**src/inc/err_pkg.sv**
```systemverilog
// Shared types and constants of the controller error detection logic
package err_pkg;

	////////////////////////////////////////////////////////////////////////////
	// Widths and codes
	localparam int          WORD_W           = 16;
	localparam int          N_SUM            = 6;
	localparam int          SUM_IW           = 3;
	localparam int          N_SER            = 3;
	localparam logic [15:0] CODE_BUS_FAULT   = 16'h17d7;
	localparam logic [15:0] CODE_SUPPLY_FAIL = 16'h17d8;
	localparam logic [15:0] WORD_RST         = 16'h0000;
	localparam logic        FLAG_RST         = 1'b0;

	////////////////////////////////////////////////////////////////////////////
	// Summary vector bit positions, lowest position has the lowest number
	localparam int SUM_IO  = 0;
	localparam int SUM_HW  = 1;
	localparam int SUM_PAR = 2;
	localparam int SUM_SYN = 3;
	localparam int SUM_CIR = 4;
	localparam int SUM_OP  = 5;

	// Numbers written to the summary word, indexed by bit position
	localparam logic [N_SUM-1:0][15:0] SUM_NUM = {
		16'h1f83, 16'h1f82, 16'h1f81, 16'h1f80, 16'h1f7d, 16'h1f7c
	};

	////////////////////////////////////////////////////////////////////////////
	// Carriers
	typedef struct packed {
		logic              io_missing;
		logic [15:0]       io_head;
		logic              prog_change;
		logic              param_bad;
		logic              syntax_bad;
		logic              circuit_bad;
		logic              op_err;
		logic [15:0]       op_step;
		logic [N_SER-1:0]  ser_rx;
		logic [N_SER-1:0]  ser_bad;
		logic              usb_rx;
		logic              usb_bad;
		logic              refresh_bad;
		logic              blk_bad;
		logic [15:0]       blk_cond;
		logic              ref_bad;
		logic [31:0]       ref_step;
		logic              buf_init_bad;
		logic              sparam_change;
		logic              sparam_bad;
	} err_evt_t;

	typedef struct packed {
		logic        unit_fault;
		logic        bus_fault;
		logic        supply_lost;
		logic [15:0] supply_io;
	} bus_evt_t;

	typedef struct packed {
		logic io_config_error_flag;
		logic hardware_error_flag;
		logic serial_error_ch0_flag;
		logic serial_error_ch1_flag;
		logic serial_error_ch2_flag;
		logic parameter_error_flag;
		logic syntax_error_flag;
		logic circuit_error_flag;
		logic operation_error_flag;
		logic operation_error_latch_flag;
		logic error_summary_flag;
		logic supply_failure_flag;
		logic unconnected_reference_flag;
		logic output_refresh_error_flag;
		logic buffer_init_failure_flag;
		logic special_block_error_flag;
		logic usb_comm_error_flag;
		logic special_parameter_error_flag;
	} err_flags_t;

	typedef struct packed {
		logic [15:0] error_summary_number;
		logic [15:0] operation_error_latch_word;
		logic [15:0] hardware_error_code_word;
		logic [15:0] supply_failure_io_word;
		logic [15:0] unconnected_head_number;
		logic [15:0] fault_step_low_word;
		logic [15:0] fault_step_high_word;
		logic [15:0] special_block_condition_word;
	} err_words_t;

endpackage : err_pkg

```
**src/hw/lowest_active.sv**
```systemverilog
// Priority encoder: position of the lowest active bit
`timescale 1ns/1ps

module lowest_active #(
	parameter int N  = 6,
	parameter int IW = 3
) (
	input  wire logic [N-1:0]  active,
	output logic               any,
	output logic [IW-1:0]      index
);

	// Scan from the top so the lowest set bit is written last
	always_comb begin
		any   = 1'b0;
		index = '0;
		for (int i = N - 1; i >= 0; i--) begin
			if (active[i]) begin
				any   = 1'b1;
				index = IW'(i);
			end
		end
	end

endmodule : lowest_active

```
**src/hw/bus_check.sv**
```systemverilog
// Expansion bus check: hardware code word, supply failure and stop request
`timescale 1ns/1ps

module bus_check (
	input  wire logic             clock,
	input  wire logic             rst_b,
	input  wire logic             bus_check_enable,
	input  wire logic             stop_to_run,
	input  wire err_pkg::bus_evt_t bus,
	output logic                  hw_set,
	output logic                  force_stop,
	output logic                  supply_failure_flag,
	output logic [15:0]           hardware_error_code_word,
	output logic [15:0]           supply_failure_io_word
);

	typedef struct packed {
		logic        stop;
		logic        sup;
		logic [15:0] code;
		logic [15:0] sup_word;
	} bc_state_t;

	bc_state_t s_r;
	bc_state_t s_nxt;
	logic      fault_now;

	////////////////////////////////////////////////////////////////////////////
	always_comb begin
		s_nxt     = s_r;
		fault_now = bus_check_enable & bus.bus_fault;
		if (fault_now) begin
			s_nxt.code = bus.supply_lost ? err_pkg::CODE_SUPPLY_FAIL
			                             : err_pkg::CODE_BUS_FAULT;
		end
		if (fault_now & bus.supply_lost) begin
			s_nxt.sup_word = bus.supply_io;
		end
		// Follows the stored code, so it trails it by one cycle
		if (s_r.code == err_pkg::CODE_SUPPLY_FAIL) begin
			s_nxt.sup = 1'b1;
		end
		if (stop_to_run) begin
			s_nxt.stop = 1'b0;
		end
		// Set after clear: a failure in the clearing cycle still stops
		if (bus_check_enable & bus.unit_fault) begin
			s_nxt.stop = 1'b1;
		end
	end

	always_ff @(posedge clock) begin
		if (!rst_b) begin
			s_r <= '0;
		end else begin
			s_r <= s_nxt;
		end
	end

	assign hw_set                   = bus_check_enable & (bus.unit_fault | bus.bus_fault);
	assign force_stop               = s_r.stop;
	assign supply_failure_flag      = s_r.sup;
	assign hardware_error_code_word = s_r.code;
	assign supply_failure_io_word   = s_r.sup_word;

	////////////////////////////////////////////////////////////////////////////
	property p_stop;
		@(posedge clock) disable iff (!rst_b)
		bus_check_enable && bus.unit_fault |=> force_stop;
	endproperty
	a_stop: assert property (p_stop) else $error("stop not forced");

	property p_code;
		@(posedge clock) disable iff (!rst_b)
		bus_check_enable && bus.bus_fault |=>
			hardware_error_code_word == ($past(bus.supply_lost)
			? err_pkg::CODE_SUPPLY_FAIL : err_pkg::CODE_BUS_FAULT);
	endproperty
	a_code: assert property (p_code) else $error("wrong code");

	property p_supply;
		@(posedge clock) disable iff (!rst_b)
		hardware_error_code_word == err_pkg::CODE_SUPPLY_FAIL |=> supply_failure_flag;
	endproperty
	a_supply: assert property (p_supply) else $error("supply flag missing");

endmodule : bus_check

```
**src/hw/controller_error_detection.sv**
```systemverilog
// Error flags, evaluation windows and summary of the controller
`timescale 1ns/1ps

// Functional notes
// - Lowest active major error number goes to summary word; summary flag set.
// - Stop-to-run clears config, hardware, parameter, syntax, circuit, operation flags.
// - Operation latch flag and its word survive stop-to-run.
// - With bus check on, unit failure forces stop, hardware flag.
// - With bus check on, bus fault stores code 6103 or 6104, hardware flag.
// - Code 6104 sets supply failure flag and stores affected I/O numbers.
// - Missing programmed units set config flag and store first missing number.
// - Reference to missing I/O sets flag, stores step as high and low word.
// - Config error checked only at power-on and stop-to-run.
// - Hardware error checked at power-on and always after.
// - Serial flags per channel checked only on reception from the counterpart.
// - Parameter, syntax, circuit checked at power-on, stop-to-run, stopped edits.
// - Operation error and its latch checked during run.
// - Refresh error, special block flag and condition word checked always.
// - Missing-I/O reference checked only during run.
// - Buffer memory init failure checked only at stop-to-run.
// - USB error checked on reception from the counterpart.
// - Special parameter error checked at power-on and stopped parameter changes.
module controller_error_detection (
	input  wire logic               clock,
	input  wire logic               rst_b,
	input  wire logic               run_mode,
	input  wire logic               bus_check_enable,
	input  wire err_pkg::err_evt_t  evt,
	input  wire err_pkg::bus_evt_t  bus,
	output logic                    force_stop,
	output err_pkg::err_flags_t     flags,
	output err_pkg::err_words_t     words
);

	////////////////////////////////////////////////////////////////////////////
	// State

	typedef struct packed {
		logic                      por_done;
		logic                      run_d;
		logic                      io_cfg;
		logic                      hw;
		logic                      par;
		logic                      syn;
		logic                      cir;
		logic                      op;
		logic                      op_latch;
		logic [err_pkg::N_SER-1:0] ser;
		logic                      refresh;
		logic                      blk;
		logic                      usb;
		logic                      sparam;
		logic                      uref;
		logic                      buf_init;
		logic                      summ;
		logic [15:0]               summ_num;
		logic [15:0]               latch_word;
		logic [15:0]               head;
		logic [15:0]               step_lo;
		logic [15:0]               step_hi;
		logic [15:0]               cond;
	} ctl_state_t;

	ctl_state_t                     s_r;
	ctl_state_t                     s_nxt;
	logic                           power_on;
	logic                           stop_to_run;
	logic                           io_eval;
	logic                           prog_eval;
	logic                           sparam_eval;
	logic                           hw_set;
	logic                           sum_any;
	logic [err_pkg::SUM_IW-1:0]     sum_idx;
	logic [err_pkg::N_SUM-1:0]      sum_vec;
	logic                           supply_flag;
	logic [15:0]                    code_word;
	logic [15:0]                    supply_word;

	////////////////////////////////////////////////////////////////////////////
	// Evaluation windows

	// Power-on is the first cycle after reset release
	assign power_on    = ~s_r.por_done;
	// Gated by por_done so a controller already in run at power-on is no transition
	assign stop_to_run = run_mode & ~s_r.run_d & s_r.por_done;
	assign io_eval     = power_on | stop_to_run;
	assign prog_eval   = power_on | stop_to_run | (~run_mode & evt.prog_change);
	assign sparam_eval = power_on | (~run_mode & evt.sparam_change);

	////////////////////////////////////////////////////////////////////////////
	// Summary source, taken from the registered flags

	always_comb begin
		sum_vec                   = '0;
		sum_vec[err_pkg::SUM_IO]  = s_r.io_cfg;
		sum_vec[err_pkg::SUM_HW]  = s_r.hw;
		sum_vec[err_pkg::SUM_PAR] = s_r.par;
		sum_vec[err_pkg::SUM_SYN] = s_r.syn;
		sum_vec[err_pkg::SUM_CIR] = s_r.cir;
		sum_vec[err_pkg::SUM_OP]  = s_r.op;
	end

	lowest_active #(
		.N  (err_pkg::N_SUM),
		.IW (err_pkg::SUM_IW)
	) u_lowest (
		.active (sum_vec),
		.any    (sum_any),
		.index  (sum_idx)
	);

	bus_check u_bus (
		.clock                    (clock),
		.rst_b                    (rst_b),
		.bus_check_enable         (bus_check_enable),
		.stop_to_run              (stop_to_run),
		.bus                      (bus),
		.hw_set                   (hw_set),
		.force_stop               (force_stop),
		.supply_failure_flag      (supply_flag),
		.hardware_error_code_word (code_word),
		.supply_failure_io_word   (supply_word)
	);

	////////////////////////////////////////////////////////////////////////////
	// Next state; every clear comes before the sets so a set wins

	always_comb begin
		s_nxt          = s_r;
		s_nxt.por_done = 1'b1;
		s_nxt.run_d    = run_mode;
		if (stop_to_run) begin
			s_nxt.io_cfg = 1'b0;
			s_nxt.hw     = 1'b0;
			s_nxt.par    = 1'b0;
			s_nxt.syn    = 1'b0;
			s_nxt.cir    = 1'b0;
			s_nxt.op     = 1'b0;
		end
		if (io_eval & evt.io_missing) begin
			s_nxt.io_cfg = 1'b1;
			s_nxt.head   = evt.io_head;
		end
		// Bus check runs every cycle from power-on on
		if (hw_set) begin
			s_nxt.hw = 1'b1;
		end
		for (int i = 0; i < err_pkg::N_SER; i++) begin
			if (evt.ser_rx[i] & evt.ser_bad[i]) begin
				s_nxt.ser[i] = 1'b1;
			end
		end
		if (prog_eval) begin
			s_nxt.par = s_nxt.par | evt.param_bad;
			s_nxt.syn = s_nxt.syn | evt.syntax_bad;
			s_nxt.cir = s_nxt.cir | evt.circuit_bad;
		end
		if (run_mode & evt.op_err) begin
			s_nxt.op       = 1'b1;
			s_nxt.op_latch = 1'b1;
			// The latch keeps the first failing step only
			if (!s_r.op_latch) begin
				s_nxt.latch_word = evt.op_step;
			end
		end
		s_nxt.refresh = s_r.refresh | evt.refresh_bad;
		s_nxt.blk     = s_r.blk | evt.blk_bad;
		s_nxt.cond    = evt.blk_cond;
		if (run_mode & evt.ref_bad) begin
			s_nxt.uref    = 1'b1;
			s_nxt.step_lo = evt.ref_step[15:0];
			s_nxt.step_hi = evt.ref_step[31:16];
		end
		if (stop_to_run & evt.buf_init_bad) begin
			s_nxt.buf_init = 1'b1;
		end
		if (evt.usb_rx & evt.usb_bad) begin
			s_nxt.usb = 1'b1;
		end
		if (sparam_eval & evt.sparam_bad) begin
			s_nxt.sparam = 1'b1;
		end
		// Summary trails the flags by one cycle
		s_nxt.summ     = sum_any;
		s_nxt.summ_num = sum_any ? err_pkg::SUM_NUM[sum_idx] : err_pkg::WORD_RST;
	end

	// Only reset clears the remaining flags except the summary, so tools can still see them
	always_ff @(posedge clock) begin
		if (!rst_b) begin
			s_r <= '0;
		end else begin
			s_r <= s_nxt;
		end
	end

	////////////////////////////////////////////////////////////////////////////
	// Outputs

	always_comb begin
		flags.io_config_error_flag         = s_r.io_cfg;
		flags.hardware_error_flag          = s_r.hw;
		flags.serial_error_ch0_flag        = s_r.ser[0];
		flags.serial_error_ch1_flag        = s_r.ser[1];
		flags.serial_error_ch2_flag        = s_r.ser[2];
		flags.parameter_error_flag         = s_r.par;
		flags.syntax_error_flag            = s_r.syn;
		flags.circuit_error_flag           = s_r.cir;
		flags.operation_error_flag         = s_r.op;
		flags.operation_error_latch_flag   = s_r.op_latch;
		flags.error_summary_flag           = s_r.summ;
		flags.supply_failure_flag          = supply_flag;
		flags.unconnected_reference_flag   = s_r.uref;
		flags.output_refresh_error_flag    = s_r.refresh;
		flags.buffer_init_failure_flag     = s_r.buf_init;
		flags.special_block_error_flag     = s_r.blk;
		flags.usb_comm_error_flag          = s_r.usb;
		flags.special_parameter_error_flag = s_r.sparam;
		words.error_summary_number         = s_r.summ_num;
		words.operation_error_latch_word   = s_r.latch_word;
		words.hardware_error_code_word     = code_word;
		words.supply_failure_io_word       = supply_word;
		words.unconnected_head_number      = s_r.head;
		words.fault_step_low_word          = s_r.step_lo;
		words.fault_step_high_word         = s_r.step_hi;
		words.special_block_condition_word = s_r.cond;
	end

	////////////////////////////////////////////////////////////////////////////
	// Checks

	property p_summary;
		@(posedge clock) disable iff (!rst_b)
		s_r.io_cfg |=> flags.error_summary_flag
			&& words.error_summary_number == err_pkg::SUM_NUM[err_pkg::SUM_IO];
	endproperty
	a_summary: assert property (p_summary) else $error("summary wrong");

	property p_clear;
		@(posedge clock) disable iff (!rst_b)
		stop_to_run && !evt.io_missing && !hw_set |=>
			!flags.io_config_error_flag && !flags.hardware_error_flag;
	endproperty
	a_clear: assert property (p_clear) else $error("flags not cleared");

	property p_latch_keep;
		@(posedge clock) disable iff (!rst_b)
		stop_to_run && s_r.op_latch |=> s_r.op_latch && $stable(s_r.latch_word);
	endproperty
	a_latch_keep: assert property (p_latch_keep) else $error("latch lost");

	property p_hw_flag;
		@(posedge clock) disable iff (!rst_b)
		bus_check_enable && bus.unit_fault |=> flags.hardware_error_flag ##1 flags.error_summary_flag;
	endproperty
	a_hw_flag: assert property (p_hw_flag) else $error("hardware flag missing");

	property p_head;
		@(posedge clock) disable iff (!rst_b)
		io_eval && evt.io_missing |=>
			flags.io_config_error_flag && words.unconnected_head_number == $past(evt.io_head);
	endproperty
	a_head: assert property (p_head) else $error("head number wrong");

	property p_step;
		@(posedge clock) disable iff (!rst_b)
		run_mode && evt.ref_bad |=> flags.unconnected_reference_flag
			&& {words.fault_step_high_word, words.fault_step_low_word} == $past(evt.ref_step);
	endproperty
	a_step: assert property (p_step) else $error("step words wrong");

	property p_io_window;
		@(posedge clock) disable iff (!rst_b)
		!io_eval && !s_r.io_cfg |=> !s_r.io_cfg;
	endproperty
	a_io_window: assert property (p_io_window) else $error("config set outside window");

	property p_serial;
		@(posedge clock) disable iff (!rst_b)
		!evt.ser_rx[0] && !s_r.ser[0] |=> !flags.serial_error_ch0_flag;
	endproperty
	a_serial: assert property (p_serial) else $error("serial flag without reception");

	property p_prog;
		@(posedge clock) disable iff (!rst_b)
		prog_eval && evt.syntax_bad |=> flags.syntax_error_flag;
	endproperty
	a_prog: assert property (p_prog) else $error("syntax flag missing");

	property p_op_run;
		@(posedge clock) disable iff (!rst_b)
		!run_mode && !s_r.op_latch |=> !s_r.op_latch;
	endproperty
	a_op_run: assert property (p_op_run) else $error("latch set while stopped");

	property p_cond;
		@(posedge clock) disable iff (!rst_b)
		evt.blk_bad |=> flags.special_block_error_flag
			&& words.special_block_condition_word == $past(evt.blk_cond);
	endproperty
	a_cond: assert property (p_cond) else $error("special block not tracked");

	property p_buf;
		@(posedge clock) disable iff (!rst_b)
		!stop_to_run && !s_r.buf_init |=> !flags.buffer_init_failure_flag;
	endproperty
	a_buf: assert property (p_buf) else $error("init failure outside window");

	property p_sparam;
		@(posedge clock) disable iff (!rst_b)
		run_mode && s_r.por_done && !s_r.sparam |=> !flags.special_parameter_error_flag;
	endproperty
	a_sparam: assert property (p_sparam) else $error("special parameter set in run");

	property p_sticky;
		@(posedge clock) disable iff (!rst_b)
		flags.usb_comm_error_flag |=> flags.usb_comm_error_flag [*3];
	endproperty
	a_sticky: assert property (p_sticky) else $error("usb flag dropped");

	property p_hw_eval;
		@(posedge clock) disable iff (!rst_b)
		hw_set |=> flags.hardware_error_flag;
	endproperty
	a_hw_eval: assert property (p_hw_eval) else $error("hardware flag not set");

	property p_op_clear;
		@(posedge clock) disable iff (!rst_b)
		stop_to_run && !evt.op_err && !evt.syntax_bad |=>
			!flags.operation_error_flag && !flags.syntax_error_flag;
	endproperty
	a_op_clear: assert property (p_op_clear) else $error("operation flags not cleared");

	property p_ref_run;
		@(posedge clock) disable iff (!rst_b)
		!run_mode && !s_r.uref |=> !flags.unconnected_reference_flag;
	endproperty
	a_ref_run: assert property (p_ref_run) else $error("reference flag set while stopped");

	property p_usb_rx;
		@(posedge clock) disable iff (!rst_b)
		!evt.usb_rx && !s_r.usb |=> !flags.usb_comm_error_flag;
	endproperty
	a_usb_rx: assert property (p_usb_rx) else $error("usb flag without reception");

endmodule : controller_error_detection

```
**config.mk**
```make
export PLATFORM = sky130hd
export DESIGN_NAME = controller_error_detection
export DESIGN_NICKNAME = d
export VERILOG_FILES = /design/src/inc/err_pkg.sv /design/src/hw/lowest_active.sv /design/src/hw/bus_check.sv /design/src/hw/controller_error_detection.sv
export SDC_FILE = /design/constraint.sdc
export NUM_CORES = 1
export LEC_CHECK = 0
export BUFFER_PORTS_ARGS = -buffer_cell sky130_fd_sc_hd__buf_4
export CAP_MARGIN = 20
export CORE_ASPECT_RATIO = 0.6
export CORE_UTILIZATION = 38
export DETAILED_ROUTE_END_ITERATION = 7
export GPL_ROUTABILITY_DRIVEN = 0
export HOLD_SLACK_MARGIN = 0.1
export PLACE_DENSITY = 0.65
export SLEW_MARGIN = 5
export SYNTH_ARGS = -nofsm -noshare
export SYNTH_HDL_FRONTEND = slang
export SYNTH_SLANG_ARGS = --single-unit
```
**constraint.sdc**
```tcl
create_clock -name clock -period 1.8 [get_ports clock]
set_clock_uncertainty 0.2 [all_clocks]
set_input_delay 0.27 -clock clock [delete_from_list [all_inputs] [get_ports clock]]
set_output_delay 0.27 -clock clock [all_outputs]
set_load 0.03 [all_outputs]
```
==> flow_metrics.tcl <==
set metrics [dict create \
    report.final.setup_viol 0 \
    grt_pass1_vias 4722 \
    htree_levels 4 \
    grt_max_degree 49 \
    clock_sinks 125 \
    drive_gt1_frac 0.3458 \
    design_power_total_w 0.008082 \
    drtPass1Iterations 4 \
    max_freq_ghz 0.5759 \
    path_clk_slew_ps 50 \
    power.density_nw_per_um2 950.3 \
    chipHeight_um 94.56 \
    yosys_warnings 0 \
    grt-ovfl-total 0 \
    grt.total_usage 0.1963 \
    layout.nets 993 \
    antenna_found_initial 0 \
    drc 0 \
    via_per_inst 4.400 \
    post-route-period-util 0.9646 \
    required_ps 1930 \
    diodes 0 \
    crit-reg2reg-launch "s_r[114]$_DFF_P_" \
    synth-seq-cells 125 \
    wl_um 14640 \
    worstPathMaxFanout 30 \
    crit_chain "dlygate4sd3_1 -> buf_4 -> o21a_1 -> dlygate4sd3_1" \
    period_needed_ps 1736 \
    cp.arrival_ps 1870 \
    die-width_um 156.3 \
    rows 33 \
    syn_inst 608 \
    cts_buffers 17 \
    maxCapViolations 0 \
    die-area_um2 14770 \
    finalNonFillerCells 1074 \
    worst_slack_ps 63.63 \
    synth_area_um2 5425 \
    portBuffers 261 \
    preCtsSetupSlack_ps 247.6 \
    ant_nets 0 \
    place_area_um2 6628 \
    via_count 4726 \
    avgSynthCellArea_um2 8.923 \
    ys_seq_area_frac 0.4613 \
    critPathLaunchType "input port" \
    p_leak_nw 3.854 \
    drt-wirelength-per-cell_um 13.63 \
    cpPeakStageDelay_ps 550 \
    cts_root_buf "clkbuf_16" \
    finalMaxSlewViolations 0 \
    rr_endpoint "u_bus.force_stop$_SDFFE_PN0P_" \
    num_io_pins 270 \
    dp_cells 918 \
    r2r_cells 4 \
    hold_viol 0 \
    ir_worst_vdd_mv 0.4881 \
    critPathKind "input port to flip-flop" \
    cts_tree "built" \
    initial_core_util 0.3934 \
    grt_pass1_wl_um 22660 \
    crit_path_frequent_cell "dlygate4sd3_1" \
    stdcell_area_um2 8504 \
    clockBufferDepth 2 \
    crit_path_end "flags[2]$_SDFF_PN0_" \
    rrSetupSlack_ps 90 \
    core_um2 13790 \
    yosysTopAreaCell "dfxtp_1" \
    status "complete, no violations" \
    clkLatencyLatePin_ps 390 \
    synthTopCellsByArea "dfxtp_1 (46%), buf_4 (18%), nand2_1 (11%)" \
    cp_slowest_cell "dlygate4sd3_1" \
    hpwlAfterDp_um 9255 \
    holdWs_ps 103.8 \
    drt_iter0_markers 223 \
    synth_top_area_frac 0.4613 \
    worst_hold_path_type "input port to flip-flop" \
    hold_path_depth 4 \
    startpoint "rst_b" \
    critPathCaptureType "flip-flop" \
    yosysUniqueCellTypes 31 \
    syn_to_final_growth_pct 56.76 \
]
-- placed cells by master (no fill, tap or decap), types with 8 or more instances in the layout --
| cell type | instances |
|---|---|
| a21boi_0 | 29 |
| a21boi_1 | 39 |
| a21oi_1 | 9 |
| and2_1 | 20 |
| buf_4 | 266 |
| clkbuf_16 | 17 |
| conb_1 | 8 |
| dfxtp_1 | 125 |
| dlygate4sd3_1 | 123 |
| mux2i_1 | 16 |
| nand2_1 | 165 |
| nor2b_1 | 10 |
-- synthesized netlist by cell type, drive strengths merged --
cell type,instances
a21boi,69
a21oi,9
a22oi,2
a32o,3
and2,20
and3,1
and3b,1
buf,149
clkbuf,9
conb,1
dfxtp,125
inv,3
mux2i,16
nand2,165
nand2b,4
nand3,2
nand3b,2
nor2,5
nor2b,10
nor3b,1
nor4,2
o211a,1
o21a,7
o21ai,1
-- layer usage --
layer / share of wire / track usage
met5: 0 / 0
met4: 0.0035 / 0.05229
met3: 0.069 / 0.06333
met2: 0.50 / 0.3538
met1: 0.43 / 0.2246
-- area by class of cell --
type                       instances  area [um^2]
sequential                       125         2502
clock buffer                      19        442.9
inverter                           3        11.26
clock inverter                    12        186.4
multi-input combinational        329         1793
timing repair buffer             394         3328
fill                            1067         5286
tap                              192        240.2
-- worst min-delay path by stage --
stage / from / end / slack (ps)
finish: bus[16] / u_bus.supply_failure_io_word[3]$_SDFFE_PN0P_ / 100
global placement: flags[2]$_SDFF_PN0_ / flags[2]$_SDFF_PN0_ / 240
floorplan: rst_b / s_r[114]$_DFF_P_ / 100
detailed placement: words[25]$_SDFFE_PN0P_ / words[25]$_SDFFE_PN0P_ / 250
global route: evt[1] / flags[0]$_SDFFE_PN0P_ / 130
CTS: evt[1] / flags[0]$_SDFFE_PN0P_ / 100
-- power breakdown --
part / internal [W] / switching (W) / total (W)
clock network: 0.00236 / 0.00125 / 0.00362
logic: 0.000716 / 0.000736 / 0.00145
registers: 0.00292 / 0.0000928 / 0.00301
total: 0.00600 / 0.00208 / 0.00808
-- kinds of logic after synthesis --
logic type      count (synthesis)  synth area share
compound gates                 92            0.1252
other cells                     1         0.0006912
flops                         125            0.4613
mux                            16           0.02952
simple gates                  213            0.1700
buf+inv                       161            0.2133
-- critical path: cells and delay by family --
family | cells | cell delay (ps)
buffers and inverters | 3 | 1420
AOI/OAI and AO/OA | 1 | 180
-- repair_timing --
item                                   4_1_cts  5_1_grt
hold buffers                               123        0
endpoints found under the hold margin      119        0
resized for setup                            0        1
setup endpoints to repair                    0        2
setup buffers                                0        2
-- metrics by stage --
| stage | util | TNS (ps) |
|---|---|---|
| final | 0.6167 | 0 |
| after global routing | 0.6167 | -3.584 |
| after CTS | 0.6155 | 0 |
| after detailed placement | 0.4806 | 0 |
| after global placement | 0.4806 | 0 |
| after floorplan | - | 0 |
-- state kept, by name, summed over array words and instances (netlist names) --
name	flops
u_bus.supply_failure_io_word	16
u_bus.force_stop	1
u_bus.supply_failure_flag	1
u_bus.hardware_error_code_word	3
words	85
flags	17
s_r	2
No activity file was read; power rests on OpenSTA's default activity.
